**src/pkg/drpc_map.vh**
```
/*
 Register map constants for the row population and timing block.
 Assumes inclusion by bare name from design files; definitions only.
*/
`ifndef DRPC_MAP_VH
`define DRPC_MAP_VH
// Avalon word addresses (printed offsets are not multiples of four)
`define DRPC_ADDR_W          8
`define DRPC_IDX_POP         8'h52
`define DRPC_IDX_TIMING      8'h53
`define DRPC_IDX_LOCK        8'h54
`define DRPC_IDX_ROW0        8'h55
`define DRPC_IDX_ROW1        8'h56
`define DRPC_IDX_ROW2        8'h57
`define DRPC_IDX_ROW3        8'h58
`define DRPC_POP_RESET       8'h00
`define DRPC_TIMING_RESET    8'h00
`define DRPC_TIMING_WMASK    8'hf7
// Field positions
`define DRPC_POP_D1_HI       7
`define DRPC_POP_D1_LO       4
`define DRPC_POP_D0_HI       3
`define DRPC_POP_D0_LO       0
`define DRPC_MODE_HI         7
`define DRPC_MODE_LO         5
`define DRPC_CYCLE_BIT       4
`define DRPC_CAS_BIT         2
`define DRPC_RCD_BIT         1
`define DRPC_RP_BIT          0
// Mode select encodings
`define DRPC_MODE_SELF       3'h0
`define DRPC_MODE_NORM1      3'h1
`define DRPC_MODE_NORM2      3'h2
`define DRPC_MODE_NORM3      3'h3
`define DRPC_MODE_NOP        3'h4
`define DRPC_MODE_PREALL     3'h5
`define DRPC_MODE_MRS        3'h6
`define DRPC_MODE_REFRESH    3'h7
// Geometry
`define DRPC_ROWS            6
`define DRPC_ROW_DATA_W      64
`define DRPC_CODE_EMPTY      4'h0
`define DRPC_CODE_DS_MASK    16'hb8da
`endif

```
**src/logic/drpc_decode.v**
```verilog
/*
 Decodes one four-bit population code into capacity and geometry.
 Assumes a purely combinational context; caller registers results.
*/
`timescale 1ns/100ps
`include "drpc_map.vh"
module drpc_decode (
    input  wire [3:0] code,        // Population code
    output reg        present,     // Slot populated
    output reg        double_side, // Back side populated
    output reg  [9:0] capacity_mb, // Module size in MB
    output reg  [3:0] row_bits,    // Row address width
    output reg  [1:0] bank_bits,   // Bank address width
    output reg  [3:0] col_bits     // Column address width (front side)
);
    // One bit per code, set where the module has a back side
    localparam [15:0] ds_mask = `DRPC_CODE_DS_MASK;

    // Code table lookup
    always @* begin
        present     = (code != `DRPC_CODE_EMPTY);
        double_side = ds_mask[code];
        row_bits    = 4'hc;
        bank_bits   = 2'h2;
        col_bits    = 4'h8;
        capacity_mb = 10'h000;
        case (code)
            4'h1: begin capacity_mb = 10'h020; row_bits = 4'hb; bank_bits = 2'h1; col_bits = 4'h9; end
            4'h2: begin capacity_mb = 10'h020; end
            4'h3: begin capacity_mb = 10'h030; end
            4'h4: begin capacity_mb = 10'h040; end
            4'h5: begin capacity_mb = 10'h040; col_bits = 4'h9; end
            4'h6: begin capacity_mb = 10'h060; col_bits = 4'h9; end
            4'h7: begin capacity_mb = 10'h080; col_bits = 4'h9; end
            4'h9: begin capacity_mb = 10'h080; col_bits = 4'ha; end
            4'ha: begin capacity_mb = 10'h080; row_bits = 4'hd; col_bits = 4'h9; end
            4'hb: begin capacity_mb = 10'h0c0; col_bits = 4'ha; end
            4'hc: begin capacity_mb = 10'h100; col_bits = 4'ha; end
            4'hd: begin capacity_mb = 10'h100; row_bits = 4'hd; col_bits = 4'h9; end
            4'he: begin capacity_mb = 10'h100; row_bits = 4'hd; col_bits = 4'ha; end
            4'hf: begin capacity_mb = 10'h200; row_bits = 4'hd; col_bits = 4'ha; end
            default: begin row_bits = 4'h0; bank_bits = 2'h0; col_bits = 4'h0; end
        endcase
    end
endmodule

```
**src/logic/drpc_top.v**
```verilog
/*
 Row population and timing mode registers of an SDRAM controller,
 reached over Avalon-MM with waitrequest. Assumes one 100 MHz clock and
 a config lock level from logic on the same clock.
*/
// Summary of operation
// RULE1 - Six rows over three DIMM slots; only slots 0 and 1 are decoded, rows 4 and 5 are held at 0
// RULE2 - Each row has a 64-bit data path
// RULE3 - Population at 52h, reset 00h, lock freezes
// RULE4 - Software slows 133 MHz clock when overpopulated
// RULE5 - Slot one code high nibble, slot zero low
// RULE6 - Decode codes into size and geometry
// RULE7 - Timing at 53h, reset 00h, fields defined
// RULE8 - Mode select default self-refresh; special commands
// RULE9 - Slot n front row 2n, back 2n+1
`timescale 1ns/100ps
`include "drpc_map.vh"
module drpc_top (
    input  wire        clk,              // 100 MHz clock
    input  wire        reset,            // Synchronous, active high
    input  wire        config_lock_bit,  // Lock from another register
    input  wire [7:0]  avs_address,      // Word address
    input  wire        avs_read,         // Read strobe
    input  wire        avs_write,        // Write strobe
    input  wire [3:0]  avs_byteenable,   // Byte enables
    input  wire [31:0] avs_writedata,    // Write data
    output reg  [31:0] avs_readdata,     // Read data
    output reg         avs_waitrequest,  // Stall until answer
    output reg  [5:0]  row_enable,       // Populated physical rows
    output reg  [2:0]  sdram_operation_select, // Current mode field
    output reg         refresh_enable,   // Normal refresh running
    output reg  [1:0]  refresh_rate,     // Interval step, 1..3
    output reg  [1:0]  cpu_cmd_override, // 0 none,1 NOP,2 precharge,3 MRS
    output reg         cpu_cmd_refresh,  // Processor cycles give refresh
    output reg         access_cycle_length, // Cycle time bit
    output reg         cas_latency,      // CAS latency bit
    output reg         ras_to_cas,       // RAS to CAS delay bit
    output reg         ras_precharge,    // RAS precharge bit
    output reg  [10:0] total_mb          // Installed memory size
);
    reg  [7:0] dimm_row_population;
    reg  [7:0] memory_timing_mode;
    reg        answered;
    reg [31:0] next_readdata;
    wire       access = avs_read | avs_write;
    // Writes land only at the edge where waitrequest is seen low
    wire       wr_go  = avs_write & ~avs_waitrequest & avs_byteenable[0];

    // Per-slot decode; slot 2 is outside this register and seen empty
    wire [1:0] present;
    wire [1:0] dside;
    wire [19:0] cap;
    wire [15:0] rowb;
    wire [7:0]  bankb;
    wire [15:0] colb;
    genvar g;
    generate
        for (g = 0; g < 2; g = g + 1) begin : slot
            drpc_decode u_dec (
                .code        (dimm_row_population[4*g+3:4*g]), // RULE5
                .present     (present[g]),
                .double_side (dside[g]),
                .capacity_mb (cap[10*g+9:10*g]),
                .row_bits    (rowb[4*g+3:4*g]),
                .bank_bits   (bankb[2*g+1:2*g]),
                .col_bits    (colb[4*g+3:4*g])
            ); // RULE6
        end
    endgenerate

    // Bus handshake: one wait cycle, then answer
    always @(posedge clk) begin
        if (reset) begin
            avs_waitrequest <= 1'b1;
            answered        <= 1'b0;
            avs_readdata    <= 32'h00000000;
        end else begin
            answered        <= access & ~answered;
            avs_waitrequest <= ~(access & ~answered);
            avs_readdata    <= next_readdata;
        end
    end

    // Read mux; unmapped addresses read zero
    always @* begin
        next_readdata = 32'h00000000;
        case (avs_address)
            `DRPC_IDX_POP:    next_readdata[7:0] = dimm_row_population;
            `DRPC_IDX_TIMING: next_readdata[7:0] = memory_timing_mode & `DRPC_TIMING_WMASK;
            `DRPC_IDX_LOCK:   next_readdata[0]   = config_lock_bit;
            `DRPC_IDX_ROW0:   next_readdata      = {12'h000, rowb[7:4], colb[7:4], bankb[3:2],
                                                    rowb[3:0], colb[3:0], bankb[1:0]};
            `DRPC_IDX_ROW1:   next_readdata      = {12'h000, cap[19:10], cap[9:0]};
            `DRPC_IDX_ROW2:   next_readdata      = {26'h0000000, row_enable};
            `DRPC_IDX_ROW3:   next_readdata      = {21'h000000, total_mb};
            default:          next_readdata      = 32'h00000000;
        endcase
    end

    // Register writes, taken on the edge the answer is given
    always @(posedge clk) begin
        if (reset) begin
            dimm_row_population <= `DRPC_POP_RESET; // RULE3
            memory_timing_mode  <= `DRPC_TIMING_RESET; // RULE7
        end else if (wr_go) begin
            if (avs_address == `DRPC_IDX_POP && !config_lock_bit)
                dimm_row_population <= avs_writedata[7:0]; // RULE3
            if (avs_address == `DRPC_IDX_TIMING)
                memory_timing_mode <= avs_writedata[7:0] & `DRPC_TIMING_WMASK; // RULE7
        end
    end

    // Row enables: slot n front is row 2n, back is 2n+1
    always @(posedge clk) begin
        if (reset) begin
            row_enable <= 6'h00;
            total_mb   <= 11'h000;
        end else begin
            row_enable <= {2'h0, present[1] & dside[1], present[1],
                           present[0] & dside[0], present[0]}; // RULE9 RULE1
            total_mb   <= {1'b0, cap[19:10]} + {1'b0, cap[9:0]}; // RULE2
        end
    end

    // Mode field decode into refresh and command overrides
    always @(posedge clk) begin
        if (reset) begin
            sdram_operation_select <= `DRPC_MODE_SELF;
            refresh_enable         <= 1'b0;
            refresh_rate           <= 2'h0;
            cpu_cmd_override       <= 2'h0;
            cpu_cmd_refresh        <= 1'b0;
            access_cycle_length    <= 1'b0;
            cas_latency            <= 1'b0;
            ras_to_cas             <= 1'b0;
            ras_precharge          <= 1'b0;
        end else begin
            sdram_operation_select <= memory_timing_mode[`DRPC_MODE_HI:`DRPC_MODE_LO];
            access_cycle_length    <= memory_timing_mode[`DRPC_CYCLE_BIT]; // RULE7
            cas_latency            <= memory_timing_mode[`DRPC_CAS_BIT];
            ras_to_cas             <= memory_timing_mode[`DRPC_RCD_BIT];
            ras_precharge          <= memory_timing_mode[`DRPC_RP_BIT];
            refresh_enable         <= 1'b0;
            refresh_rate           <= 2'h0;
            cpu_cmd_override       <= 2'h0;
            cpu_cmd_refresh        <= 1'b0;
            case (memory_timing_mode[`DRPC_MODE_HI:`DRPC_MODE_LO])
                `DRPC_MODE_NORM1:   begin refresh_enable <= 1'b1; refresh_rate <= 2'h1; end // RULE8
                `DRPC_MODE_NORM2:   begin refresh_enable <= 1'b1; refresh_rate <= 2'h2; end
                `DRPC_MODE_NORM3:   begin refresh_enable <= 1'b1; refresh_rate <= 2'h3; end
                `DRPC_MODE_NOP:     cpu_cmd_override <= 2'h1;
                `DRPC_MODE_PREALL:  cpu_cmd_override <= 2'h2;
                `DRPC_MODE_MRS:     cpu_cmd_override <= 2'h3;
                `DRPC_MODE_REFRESH: cpu_cmd_refresh  <= 1'b1;
                default:            refresh_enable   <= 1'b0; // Self-refresh
            endcase
        end
    end
endmodule

```
**config.mk**
```make
export PLATFORM = sky130hd
export DESIGN_NAME = drpc_top
export DESIGN_NICKNAME = d
export VERILOG_FILES = /design/src/logic/drpc_decode.v /design/src/logic/drpc_top.v
export VERILOG_INCLUDE_DIRS = /design/src /design/src/pkg
export SDC_FILE = /design/constraint.sdc
export NUM_CORES = 1
export LEC_CHECK = 0
export BUFFER_PORTS_ARGS = -buffer_cell sky130_fd_sc_hd__buf_2
export CAP_MARGIN = 20
export CORE_MARGIN = 2
export CORE_UTILIZATION = 47
export DETAILED_ROUTE_END_ITERATION = 10
export PLACE_DENSITY = 0.77
export REMOVE_ABC_BUFFERS = 1
export SLEW_MARGIN = 20
export SYNTH_ARGS = -nofsm -noshare
export SYNTH_HDL_FRONTEND = slang
export SYNTH_HIERARCHICAL = 1
export SYNTH_SLANG_ARGS = --single-unit
export TNS_END_PERCENT = 20
```
**constraint.sdc**
```tcl
create_clock -name clk -period 2.03 [get_ports clk]
set_clock_uncertainty 0.15 [all_clocks]
set_input_delay 0 -clock clk [delete_from_list [all_inputs] [get_ports clk]]
set_output_delay 0 -clock clk [all_outputs]
set_load 0.03 [all_outputs]
```
### Yosys cells after proc, flatten, opt, wreduce, memory -nomap -nowiden

Memory sizes are Yosys's and may differ from the RTL's. A register that Yosys moved wholly into a read port is not among the register bits.
Index checks and enable logic that the tools add are counted.

* memories kept: 2
* ROM bits: 32
* bits in registers: 79

Memories
* (name not given): depth 16, bits a word 1, read ports 1, clocked after memory_dff 1, wr ports 0, RTL line drpc_decode.v:22 `double_side = ds_mask[code];`
* (name not given): depth 16, bits a word 1, read ports 1, clocked after memory_dff 1, wr ports 0, RTL line drpc_decode.v:22

* eq/ne operators: 42
* add/sub/neg operators: 1
* magnitude comparators: 2
* reduce and logical (&&, ||, !) cells: 27
* mux-type cells: 21
* bitwise operators: 9

Operators by type and width (number)
* 10-bit one-hot mux with 8 select lines: 2
* 4-bit == test (second input constant): 14
* 8-bit by 7-bit == test with 1-bit output (second input constant): 7
* 4-bit one-hot mux with 3 select lines: 4
* 7-bit one-hot mux with 6 select lines: 1
* 12-bit one-hot mux with 3 select lines: 1
* 4-bit by 3-bit == test with 1-bit output (second input constant): 8
* 13-bit OR reduction: 2
* 3-bit OR reduction: 7
* 9-bit OR reduction: 2
* 4-bit by 2-bit == test with 1-bit output (second input constant): 4
* 4-bit two-way mux: 4
* 3-bit == test (second input constant): 4
* 2-bit one-hot mux with 3 select lines: 2
* 6-bit OR reduction: 2
* 10-bit by 10-bit adder with 11-bit output: 1
* 4-bit by 5-bit less-than comparator with 1-bit output (second input constant): 2
* 5-bit OR reduction: 2
* 4-bit by 1-bit == test with 1-bit output (second input constant): 2
* 2-bit one-hot mux with 2 select lines: 2
* 4-bit nonzero test: 2
* 2-bit OR reduction: 4
* 4-bit OR reduction: 2
* 1-bit one-hot mux with 7 select lines: 1
* 9 further kinds: 20

### Longest topological paths before layout

* depth in word-level cells: 6
* gate-level depth with buffers: 9

### Modules after synthesis

Netlist, hierarchy kept.

Modules (own cells, without submodules)
* drpc_top: area an instance 3005.4 µm², instances 1, seq. area each 1301.2 µm², cells each 310
* drpc_decode: area an instance 286.5 µm², instances 2, seq. area each 0.0 µm², cells each 40

### Worst setup path before layout

OpenSTA, ideal clock, no wires.

* path type: reg-to-reg
* from: register dimm_row_population[1]
* to: register total_mb[9]
* slack: -0.024 ns
* period minus slack after synthesis: 2.054 ns
* path buffers: 1
* data arrival time: 1.784 ns
* data required time: 1.759 ns
* setup time: 0.121 ns
* stages on the path, launching flop included: 8
* cells stage by stage: dfxtp_1 buf_2 nor2_1 o22ai_1 ha_1 o2111ai_1 a21oi_1 mux2_2

* longest elaborated chain between the ends: 4
* elaborated cells on any way between the ends: 20
* those cells by class: add/sub: 1; eq/ne: 14; mux: 1; reduce/logical: 4

Ends and longest elaborated chain
* start: declaration: RTL line drpc_top.v:41 `reg [7:0] dimm_row_population;`
* start signal: assignment: RTL line drpc_top.v:103 `` dimm_row_population <= `DRPC_POP_RESET; ``
* start signal: assignment: RTL line drpc_top.v:107 `dimm_row_population <= avs_writedata[7:0];`
* 4-bit == test (tied with other cells): RTL line drpc_decode.v:27 `case (code)`
* 3-bit OR reduction (no line) or 2-bit OR reduction (tied branches)
* 10-bit one-hot mux with 8 select lines *: RTL line drpc_decode.v:27
* via cap[7]: RTL line drpc_top.v:52 `wire [19:0] cap;`
* 10-bit by 10-bit adder with 11-bit output *: RTL line drpc_top.v:121 `total_mb <= {1'b0, cap[19:10]} + {1'b0, cap[9:0]};`
* end signal: assignment: RTL line drpc_top.v:121
* end: declaration: RTL line drpc_top.v:39 `output reg [10:0] total_mb`

The timed path passes the listed nets; every way through them passes the cells marked *.
A chain may end at the register's enable or synchronous reset.

### Final worst setup path

* from: register dimm_row_population[2]
* to: register total_mb[8]

Same word-level chain as after synthesis.

==> flow_summary.json <==
{
  "async_reset_ff_frac": 0,
  "io_pins": 112,
  "synthesis.instances": 390,
  "cts_tree": "built",
  "drive_gt1_frac": 0.385,
  "min_period_ns": 2.04,
  "synth_ff_type": "dfxtp_1",
  "dr.pass1.iters": 5,
  "final.period_utilization": 1.01,
  "rows": 31,
  "drv_slew": 0,
  "cts.path.max_buffers": 2,
  "vias": 3247,
  "multi_input_area_um2": 2200,
  "cts.sinks": 65,
  "grt_setup_unrepaired": "yes",
  "p_per_area_nw_per_um2": 615,
  "clk-insertion-delay-late_ns": 0.36,
  "cp-start-kind": "register",
  "setup_ws_ns": -0.0128,
  "synth_area_leaders": "dfxtp_1 (36%), mux2i_1 (6.2%), a22oi_1 (5.9%), buf_4 (5.5%), nor2_1 (5.5%)",
  "drt-total-wl_um": 9380,
  "place_congestion": 0.903,
  "grt_remaining_overflow": 0,
  "start_util": 0.488,
  "crit_type": "reg2reg",
  "die_area_um2": 8330,
  "yosys_register_bits": 65,
  "drt-vias-per-instance": 5.31,
  "synth_area_um2": 3580,
  "power_leakage_uw": 0.00220,
  "yosys_warnings": 6,
  "avgRoutedWirePerCell_um": 15.4,
  "antenna_cells": 0,
  "setup_viol": 2,
  "root_buffer": "clkbuf_8",
  "first_global_vias": 3147,
  "failed_checks": "setup timing",
  "fmax_mhz": 490,
  "path_max_fanout": 5,
  "dp.final_hpwl_um": 6410,
  "met2_usage": 0.400,
  "core_um2": 7330,
  "grt_use_total": 0.228,
  "grt_util_met3": 0.0490,
  "die_w_um": 91.3,
  "final_cell_mix": "buf_2 (70), dfxtp_1 (57), nor2_1 (50)",
  "ys_types": 61,
  "finalNetCount": 567,
  "grt_pass1_wl_um": 15100,
  "cp-end-kind": "register",
  "final-hold-violation-count": 0,
  "outcome": "finished with violations",
  "fillCellCount": 592,
  "hold_path.class": "in2reg",
  "drv_cap": 0,
  "grt_start_max_net_pins": 23,
  "synth_top_area_cell": "dfxtp_1",
  "layout_commonest_cell": "buf_2",
  "area_growth_pct": 33.8,
  "cts_max_level": 3,
  "path_clk_slew_ns": 0.08,
  "antenna_found_initial": 0,
  "synth_top_area_frac": 0.364,
  "drc": 0,
  "synth_edf_count": 0,
  "totalNegativeSetupSlack_ns": -0.0148,
  "ys_seq_area_frac": 0.364,
  "cp.arrival_ns": 2.17,
  "fp.dieH_um": 91.3,
  "busiest_layer": "met2",
  "worstPathRequired_ns": 2.16,
  "ant_nets": 0,
  "drt-initial-drc-count": 197,
  "cts_buffers": 9,
  "seq_area_um2": 1330,
  "power_uw": 2940,
  "synth.avg_cell_area_um2": 9.18,
  "ir_worst_vdd_mv": 0.369,
  "met1_usage": 0.273,
  "io_buffer_count": 70
}
==> path summary, 6_finish.rpt <==
path                                              from         endpoint  slack, ns  depth (start not counted)
worst max-delay path            dimm_row_population[2]      total_mb[8]      -0.01                          7
worst min-delay path                    avs_address[2]  avs_readdata[0]       0.08                          4
worst max register to register  dimm_row_population[2]      total_mb[8]      -0.01                          7
worst min register to register   memory_timing_mode[1]       ras_to_cas       0.34                          1
==> area by class of cell <==
type                    count  area share
clock inverters             6      0.0240
flip-flops and latches     65       0.277
inverters                   8     0.00627
clock buffers              10      0.0287
multi-input cells         291       0.459
repair buffers            132       0.179
well taps                  99      0.0259
==> routing by layer <==
layer | part of all wire | up-vias | wire length (um)
li1 | - | 1575 | -
met1 | 0.41 | 1540 | 3890
met2 | 0.51 | 115 | 4760
met3 | 0.059 | 17 | 550
met4 | 0.019 | 0 | 182
met5 | 0 | - | 0
==> worst max-delay path: stages (launching register included) <==
cell and delay (ns):
dfxtp_4 0.40, nand2b_1 0.15, a21oi_2 0.10, ha_4 0.18, or3_4 0.39, o211a_4 0.27, o21a_1 0.19, nor3_2 0.13
==> sequential cells by signal, summed over array words and instances (netlist names) <==
name	count
row_enable	4
cas_latency	1
dimm_row_population	8
ras_precharge	1
avs_readdata	20
sdram_operation_select	3
ras_to_cas	1
refresh_enable	1
access_cycle_length	1
cpu_cmd_override	2
memory_timing_mode	7
avs_waitrequest	1
cpu_cmd_refresh	1
refresh_rate	2
answered	1
total_mb	11
==> timing repair <==
item | CTS | global route
endpoints found under the hold margin | 24 | 0
pin swaps | 4 | 10
setup buffers | 6 | 2
endpoints found under the setup margin | 3 | 3
hold buffers | 13 | 0
resized for setup | 36 | 15
==> kinds of logic after synthesis <==
logic type / count (synthesis) / share of synthesized area
XOR/XNOR: 7 / 0.0171
other: 3 / 0.00315
adder cells (fa/ha/maj): 11 / 0.0406
AO/OA/AOI/OAI: 85 / 0.179
AND/OR/NAND/NOR: 135 / 0.215
buffers and inverters: 55 / 0.0951
flip-flops: 65 / 0.364
multiplexers: 29 / 0.0867
==> cell usage after synthesis, types with 4 or more instances <==
cell type,count
nor2b_1,15
xnor2_1,4
buf_4,26
o21a_1,7
mux2i_1,22
o22ai_1,8
inv_1,8
nand2b_1,11
nand2_1,12
nor4b_2,4
nor2_1,52
a211o_1,4
dfxtp_1,65
a22oi_1,28
nor3_1,9
mux2_2,4
ha_1,10
buf_2,11
or3_1,5
a21oi_1,9
and2_1,4
clkbuf_1,6
==> per-stage QoR <==
step	util	setup WS [ns]	instances	hold WS, ns	cell area [um^2]
4_1_cts	0.640	-0.0335	609	0.0725	4690
2_1_floorplan	-	-0.239	364	-0.0784	3350
6_report	0.653	-0.0128	611	0.0794	4790
5_1_grt	0.653	-0.109	611	0.0923	4790
3_5_place_dp	0.563	-0.128	574	0.0906	4130
3_3_place_gp	0.563	-0.00732	574	0.0845	4130
==> power breakdown <==
| group | internal, uW | switching [uW] | leakage (uW) |
|---|---|---|---|
| clock network | 853 | 552 | 0.000123 |
| registers | 1280 | 7.80 | 0.000531 |
| logic | 87.7 | 165 | 0.00155 |
No activity file was read; power rests on OpenSTA's default activity.
